$ cat src/arsr_defs.vh
// Constants for the accelerometer readout and status register group.
// Assumes inclusion by bare name from the register group's design files.
`ifndef ARSR_DEFS_VH
`define ARSR_DEFS_VH

// ======================================================================
// Register offsets
`define ARSR_ADDR_Z_LOW 8'h06
`define ARSR_ADDR_Z_HIGH 8'h07
`define ARSR_ADDR_TEMP 8'h08
`define ARSR_ADDR_MOTION 8'h09
`define ARSR_ADDR_QUEUE 8'h0a

// ======================================================================
// Field positions
`define ARSR_MOT_FLAT 7
`define ARSR_MOT_ORIENT 6
`define ARSR_MOT_STAP 5
`define ARSR_MOT_DTAP 4
`define ARSR_MOT_NOMOT 3
`define ARSR_MOT_SLOPE 2
`define ARSR_MOT_HIGH 1
`define ARSR_MOT_LOW 0
`define ARSR_Q_DRDY 7
`define ARSR_Q_THRESH 6
`define ARSR_Q_FULL 5
`define ARSR_ZL_FRESH 0

// ======================================================================
// Latch-mode encodings
`define ARSR_LATCH_NONE 4'h0
`define ARSR_LATCH_PERM_A 4'h7
`define ARSR_LATCH_PERM_B 4'hf

// ======================================================================
// Reset values and timing
`define ARSR_RST_BYTE 8'h00
`define ARSR_RST_SAMPLE 12'h000
`define ARSR_MCLK_MHZ 40
`define ARSR_TEMP_HOLD_US 100
// Temporary hold of 100 us in 40 MHz cycles, sized to the 16-bit hold counter
`define ARSR_TEMP_HOLD_CYC 16'h0fa0

`endif

$ cat src/arsr_regs.v
// Read-only result and status register group of the accelerometer.
// Assumes register reads arrive as one-cycle strobes on mclk from the
// serial interface decoder, and all engine inputs are on mclk too.
// No input needs a synchroniser, and every output comes straight from a flop.
//
// Functional notes
// - After the Z low byte is read with locking on, the high byte stays frozen until it is read.
// - Coherent Z needs the lock-disable input low and the low byte read before the high byte.
// - Results are not to be trusted during power-up or the deepest sleep state.
// - Address 0x07 returns Z sample bits 11 down to 4 in bits 7 to 0.
// - Address 0x08 returns the 8-bit two's-complement temperature, zero meaning 23 C.
// - Each status flag is set when its interrupt engine triggers.
// - The 4-bit latch mode selects no hold, temporary hold or permanent hold of each flag.
// - Address 0x09 holds flat, orient, single tap, double tap, no-motion, slope, high-g, low-g.
// - Every status flag reads one when active and zero when inactive.
// - Address 0x0a holds data-ready, threshold and full in bits 7 to 5, the rest reserved.
// - The Z low byte holds sample bits 3 to 0 on top and a fresh-data flag in bit 0.
`include "arsr_defs.vh"
`default_nettype none

module arsr_regs #(
   parameter [15:0] HOLD_CYCLES = `ARSR_TEMP_HOLD_CYC
) (
   input wire mclk,                 // System clock, 40 MHz
   input wire rstn,                 // Async reset, active low
   input wire reg_rd,               // Register read strobe
   input wire reg_wr,               // Register write strobe
   input wire [7:0] reg_addr,       // Register address
   output reg [7:0] reg_rdata_r,    // Read data
   output reg reg_rvalid_r,         // Read data valid pulse
   output reg reg_wr_ignored_r,     // Write refused pulse
   input wire shadow_dis,           // Shadow lock disable
   input wire powerup_busy,         // Power-up in progress
   input wire deepest_sleep_state,  // Deepest suspend active
   input wire [11:0] z_sample,      // New Z sample, two's complement
   input wire z_sample_valid,       // Z sample strobe
   input wire [7:0] temp_sample,    // Die temperature
   input wire temp_sample_valid,    // Temperature strobe
   input wire [7:0] motion_trig,    // Motion engine trigger levels
   input wire data_ready_trig,      // Data-ready engine trigger
   input wire queue_threshold_event, // Queue threshold trigger
   input wire queue_full_trig,      // Queue full trigger
   input wire [3:0] latch_mode,     // Latch mode setting
   input wire latch_clear,          // Clear latched flags pulse
   output reg z_locked_r,           // High byte currently frozen
   output reg results_valid_r       // Results trustworthy
);

   // ======================================================================
   // Sample storage
   reg [11:0] z_live_r;
   reg [7:0] z_hold_r;
   reg z_fresh_r;
   reg [7:0] temp_r;
   reg [7:0] rd_mux;
   reg [7:0] z_high_view;
   wire [7:0] motion_flags;
   wire [2:0] queue_flags;
   wire [10:0] all_trig;
   wire [10:0] all_flags;
   wire sampling_ok = !powerup_busy && !deepest_sleep_state;
   wire rd_z_low = reg_rd && (reg_addr == `ARSR_ADDR_Z_LOW);
   wire rd_z_high = reg_rd && (reg_addr == `ARSR_ADDR_Z_HIGH);
   wire z_take = z_sample_valid && sampling_ok;

   // Results are only trusted outside power-up and deepest sleep
   always @(posedge mclk or negedge rstn) begin
      if (!rstn) begin
         results_valid_r <= 1'b0;
      end else begin
         results_valid_r <= sampling_ok;
      end
   end

   // Live Z sample and temperature capture, frozen in low power states
   always @(posedge mclk or negedge rstn) begin
      if (!rstn) begin
         z_live_r <= `ARSR_RST_SAMPLE;
         temp_r <= `ARSR_RST_BYTE;
      end else begin
         if (z_take) begin
            z_live_r <= z_sample;
         end
         if (temp_sample_valid && sampling_ok) begin
            temp_r <= temp_sample;
         end
      end
   end

   // Fresh-data flag: a new sample beats the clearing read
   // so a sample landing on the low-byte read is never lost
   always @(posedge mclk or negedge rstn) begin
      if (!rstn) begin
         z_fresh_r <= 1'b0;
      end else if (z_take) begin
         z_fresh_r <= 1'b1;
      end else if (rd_z_low) begin
         z_fresh_r <= 1'b0;
      end
   end

   // ======================================================================
   // Shadow lock on the Z high byte
   // The copy is taken from z_live_r before any sample landing on the same edge,
   // so the frozen high byte matches the low byte returned by that read
   always @(posedge mclk or negedge rstn) begin
      if (!rstn) begin
         z_locked_r <= 1'b0;
         z_hold_r <= `ARSR_RST_BYTE;
      end else if (shadow_dis) begin
         z_locked_r <= 1'b0;
         z_hold_r <= z_live_r[11:4];
      end else if (rd_z_low) begin
         z_locked_r <= 1'b1;
         z_hold_r <= z_live_r[11:4];
      end else if (rd_z_high) begin
         z_locked_r <= 1'b0;
      end
   end

   // High byte view: frozen copy while locked, live otherwise
   always @* begin
      if (z_locked_r) begin
         z_high_view = z_hold_r;
      end else begin
         z_high_view = z_live_r[11:4];
      end
   end

   // ======================================================================
   // Interrupt status flags
   // Cells 0 to 7 are the motion engines, 8 to 10 data-ready, threshold and full
   assign all_trig = {queue_full_trig, queue_threshold_event, data_ready_trig,
                      motion_trig};

   genvar gi;
   generate
      for (gi = 0; gi < 11; gi = gi + 1) begin : g_flag
         arsr_flag_cell #(
            .HOLD_CYCLES(HOLD_CYCLES)
         ) u_cell (
            .mclk(mclk),
            .rstn(rstn),
            .trig(all_trig[gi]),
            .mode(latch_mode),
            .clear(latch_clear),
            .flag_r(all_flags[gi])
         );
      end
   endgenerate

   assign motion_flags = all_flags[7:0];
   assign queue_flags = all_flags[10:8];

   // ======================================================================
   // Read data multiplexer
   // Reserved bits and unmapped addresses read as zero
   always @* begin
      rd_mux = `ARSR_RST_BYTE;
      case (reg_addr)
         `ARSR_ADDR_Z_LOW: begin
            rd_mux = {z_live_r[3:0], 3'h0, z_fresh_r};
         end
         `ARSR_ADDR_Z_HIGH: begin
            rd_mux = z_high_view;
         end
         `ARSR_ADDR_TEMP: begin
            rd_mux = temp_r;
         end
         `ARSR_ADDR_MOTION: begin
            rd_mux[`ARSR_MOT_FLAT] = motion_flags[7];
            rd_mux[`ARSR_MOT_ORIENT] = motion_flags[6];
            rd_mux[`ARSR_MOT_STAP] = motion_flags[5];
            rd_mux[`ARSR_MOT_DTAP] = motion_flags[4];
            rd_mux[`ARSR_MOT_NOMOT] = motion_flags[3];
            rd_mux[`ARSR_MOT_SLOPE] = motion_flags[2];
            rd_mux[`ARSR_MOT_HIGH] = motion_flags[1];
            rd_mux[`ARSR_MOT_LOW] = motion_flags[0];
         end
         `ARSR_ADDR_QUEUE: begin
            rd_mux[`ARSR_Q_DRDY] = queue_flags[0];
            rd_mux[`ARSR_Q_THRESH] = queue_flags[1];
            rd_mux[`ARSR_Q_FULL] = queue_flags[2];
         end
         default: begin
            rd_mux = `ARSR_RST_BYTE;
         end
      endcase
   end

   // Registered read answer, one cycle after the strobe
   // The data stays put between reads, so a slow host may pick it up late
   always @(posedge mclk or negedge rstn) begin
      if (!rstn) begin
         reg_rdata_r <= `ARSR_RST_BYTE;
         reg_rvalid_r <= 1'b0;
      end else begin
         reg_rvalid_r <= reg_rd;
         if (reg_rd) begin
            reg_rdata_r <= rd_mux;
         end
      end
   end

   // Writes change nothing; they are only reported
   // Every bit here is read-only, so the strobe reaches no storage
   always @(posedge mclk or negedge rstn) begin
      if (!rstn) begin
         reg_wr_ignored_r <= 1'b0;
      end else begin
         reg_wr_ignored_r <= reg_wr;
      end
   end

endmodule

`default_nettype wire

$ cat src/arsr_flag_cell.v
// One interrupt status flag with its latch behaviour.
// Assumes trigger, mode and clear all come from logic on mclk.
`include "arsr_defs.vh"
`default_nettype none

module arsr_flag_cell #(
   parameter [15:0] HOLD_CYCLES = 16'h0fa0  // 100 us at 40 MHz
) (
   input wire mclk,         // System clock
   input wire rstn,         // Async reset, active low
   input wire trig,         // Engine trigger level
   input wire [3:0] mode,   // Latch mode
   input wire clear,        // Latched flag clear pulse
   output reg flag_r        // Status flag, 1 = active
);

   reg [15:0] hold_r;
   wire perm = (mode == `ARSR_LATCH_PERM_A) || (mode == `ARSR_LATCH_PERM_B);
   wire none = (mode == `ARSR_LATCH_NONE);

   // ======================================================================
   // Flag update, trigger beats clear
   always @(posedge mclk or negedge rstn) begin
      if (!rstn) begin
         flag_r <= 1'b0;
         hold_r <= 16'h0000;
      end else if (trig) begin
         flag_r <= 1'b1;
         hold_r <= HOLD_CYCLES;
      end else if (none) begin
         flag_r <= 1'b0;
         hold_r <= 16'h0000;
      end else if (clear) begin
         flag_r <= 1'b0;
         hold_r <= 16'h0000;
      end else if (!perm) begin
         if (hold_r != 16'h0000) begin
            hold_r <= hold_r - 16'h0001;
         end else begin
            flag_r <= 1'b0;
         end
      end
   end

endmodule

`default_nettype wire

$ cat config.mk
export PLATFORM = sky130hd
export DESIGN_NAME = arsr_regs
export DESIGN_NICKNAME = d
export VERILOG_FILES = /design/src/arsr_regs.v /design/src/arsr_flag_cell.v
export VERILOG_INCLUDE_DIRS = /design/src
export SDC_FILE = /design/constraint.sdc
export NUM_CORES = 1
export LEC_CHECK = 0
export ABC_AREA = 1
export BUFFER_PORTS_ARGS = -buffer_cell sky130_fd_sc_hd__buf_2
export CAP_MARGIN = 20
export CORE_MARGIN = 4
export CORE_UTILIZATION = 31
export DETAILED_ROUTE_END_ITERATION = 12
export PLACE_DENSITY_LB_ADDON = 0.2
export SETUP_SLACK_MARGIN = 0.5
export SYNTH_ARGS = -nofsm -noshare
export SYNTH_HDL_FRONTEND = slang
export SYNTH_SLANG_ARGS = --single-unit
export TNS_END_PERCENT = 20
$ cat constraint.sdc
create_clock -name mclk -period 3.2 [get_ports mclk]
set_clock_uncertainty 0.2 [all_clocks]
set_input_delay 0.64 -clock mclk [delete_from_list [all_inputs] [get_ports mclk]]
set_output_delay 0.64 -clock mclk [all_outputs]
set_load 0.1 [all_outputs]
==> reports/results.txt <==
Peak VDD IR: 371 uV
Status: finished clean
Die area: 47500 um2
Dominant cells by area after synthesis: dfrtp_1 (42%), nand2_1 (15%), nor2_1 (10%)
Area leader, netlist: dfrtp_1
H-tree depth: 1
IO Count: 65
TritonCTS Buffers: 29
Slew Limit Fails: 0
DRC viols: 0
Async set-reset flop share out of synthesis: 100%
Crit path max fanout: 18
Placer congestion estimate: 0.823
Sum of buffers and inverters on the critical path: 1
Chip Height: 218 um
Pin count of the biggest net entering global routing: 77
Synth Cell Area: 13700 um2
P&R area growth vs syn: 14.5%
Synth Net Count: 2055
Initial antenna violation count: 1
Most common library cell in the layout ignoring fill and taps: nand2_1
Most frequent cells in the layout: nand2_1 (530), nor2_1 (365), inv_1 (262)
Clock slew at reported path FFs: 0.06 ns
Startpoint Class: flip-flop
Max_cap viols: 0
Sequential area share after synthesis: 41.7%
Hold crit path type: in2reg
Vias in the first global route: 11900
Final hold violations: 0
Yosys Warn Count: 0
Fmax: 0.392 GHz
Worst-path cell chain: clkbuf_4
CTS Buffer Depth: 3
Critical path class: reg2out
Final Power: 0.00800 W
Synth Instances: 1991
Worst slew margin: 43.3%
Core area: 43400 um2
I/O Buffers: 64
Vias per cell: 4.62
Dpl ws: 0.296 ns
Fin Setup TNS: 0 ns
WP data required: 2.36 ns
Worst path max stage delay: 0.68 ns
Leak Pwr: 7.94 nW
Final WS setup: 0.650 ns
Post-CTS Setup Inserts: 0
Global-route usage over all layers: 14.4%
Period Utilization, post-route: 79.7%
Total number of vias: 12300
Starting DRC count in detailed routing: 822
Synth cell types: 41
Root Driver: clkbuf_16
Worst Setup End Kind: output pin
Diode count: 0
First-pass GRT wire length: 58.5 mm
Antenna viol nets, final: 0
Layout cells sized above 1: 9.70%
Top_reg_cell synth: dfrtp_1
EDFF count, synth: 0
Drt wl/cell: 12.7 um
Synth top area share: 41.7%
WL final: 33.9 mm
Yosys reg bits: 228
Rows: 76
RSZ-0062 raised after global routing: no
TritonCTS clock tree: built
Delay-heaviest family, CP: flip-flops
Die W: 218 um
Fin nets: 2127
Initial Utilization: 31.5%
Clk sinks: 228
Min Tclk post-route: 2.55 ns
Power Density: 511 nW/um2
Critical-path top delay cell: dfrtp_1
Slew @ Worst Pin: 0.848 ns
Layout fillers: 4576
# setup viols final: 0
Post-DP HPWL: 24.0 mm
Grt total ovfl: 0
Syn Area/Cell: 6.87 um2
1st-pass router iterations: 6
Worst Path Arrival: 1.71 ns
Worst-skew pair later-pin latency: 0.57 ns
==> cells in the mapped netlist, types with 10 or more instances <==
| cell | number |
|---|---|
| nand2_1 | 530 |
| nor2_1 | 365 |
| o21ai_0 | 74 |
| inv_1 | 262 |
| nand4_1 | 13 |
| dfrtp_1 | 228 |
| ha_1 | 11 |
| nor3_1 | 11 |
| a21oi_1 | 68 |
| nand2_2 | 12 |
| nand3_1 | 217 |
| o22ai_1 | 11 |
| o21bai_1 | 10 |
| buf_2 | 11 |
| o21ai_1 | 59 |
| nand2_4 | 18 |
==> cell families (layout without fill, tap and decap cells) <==
logic type / after synthesis / count (layout) / synth area share [%]
AOI/OAI and AO/OA: 234 / 234 / 9.17
xor gates and xnor gates: 8 / 8 / 0.512
adders and majority gates: 11 / 11 / 1.01
buffers and inverters: 304 / 396 / 9.21
DFF: 228 / 228 / 41.7
muxes: 8 / 8 / 0.659
and+or+nand+nor: 1198 / 1198 / 37.7
==> flip-flops by register name, summed over array words and instances, names as in the netlist <==
name,count
g_flag.u_cell.flag_r,11
g_flag.u_cell.hold_r,176
reg_rdata_r,8
z_locked_r,1
z_hold_r,8
reg_rvalid_r,1
temp_r,8
results_valid_r,1
z_live_r,12
reg_wr_ignored_r,1
z_fresh_r,1
==> timing repair <==
item                       in CTS  in global routing
setup endpoints to repair       0                  1
hold endpoints to repair       71                  0
hold buffers                    2                  0
resized for setup               0                  1
==> worst paths after layout <==
kind	start	to	slack [ns]	cells past startpoint
worst max-delay path	z_locked_r	z_locked_r	0.65	1
worst min-delay path	shadow_dis	z_locked_r	0.05	2
worst max register to register	g_flag[8].u_cell.hold_r[0]	g_flag[8].u_cell.hold_r[15]	0.99	10
worst min register to register	reg_rdata_r[3]	reg_rdata_r[3]	0.28	2
max in group asynchronous	rstn	reg_rdata_r[6]	1.48	3
min in group asynchronous	rstn	g_flag[2].u_cell.hold_r[3]	0.42	2
==> power by group <==
part | total, W | switching, W | internal, W
sequential | 0.00326 | 0.000170 | 0.00309
combinational | 0.00117 | 0.000789 | 0.000383
clock | 0.00356 | 0.00133 | 0.00224
total | 0.00800 | 0.00228 | 0.00571
==> final cells by class <==
| cell class | count | area, um2 | area share, % |
|---|---|---|---|
| clock buffer | 38 | 840 | 5.36 |
| multi-input combinational | 1459 | 6710 | 42.9 |
| tap | 585 | 732 | 4.68 |
| sequential | 228 | 5710 | 36.5 |
| timing repair buffer | 75 | 445 | 2.85 |
| clock inverter | 13 | 205 | 1.31 |
| inverter | 270 | 1020 | 6.49 |
==> stage by stage <==
stage	instance area (um2)	utilization, %	hold slack (ns)	cells
4_1_cts	15700	36.1	0.00549	2668
5_1_grt	15700	36.1	0.0105	2668
6_report	15700	36.1	0.0459	2668
2_1_floorplan	13700	-	0.144	1991
3_3_place_gp	14600	33.6	0.259	2615
3_5_place_dp	14600	33.6	0.262	2615
==> layer usage <==
| layer | up-vias | global-route usage [%] | wire length, um |
|---|---|---|---|
| li1 | 6439 | - | - |
| met1 | 5663 | 20.0 | 16600 |
| met2 | 184 | 24.0 | 15400 |
| met3 | 37 | 2.19 | 1420 |
| met4 | 2 | 3.05 | 491 |
| met5 | - | 0 | 13 |
No activity file was read; power rests on OpenSTA's default activity.
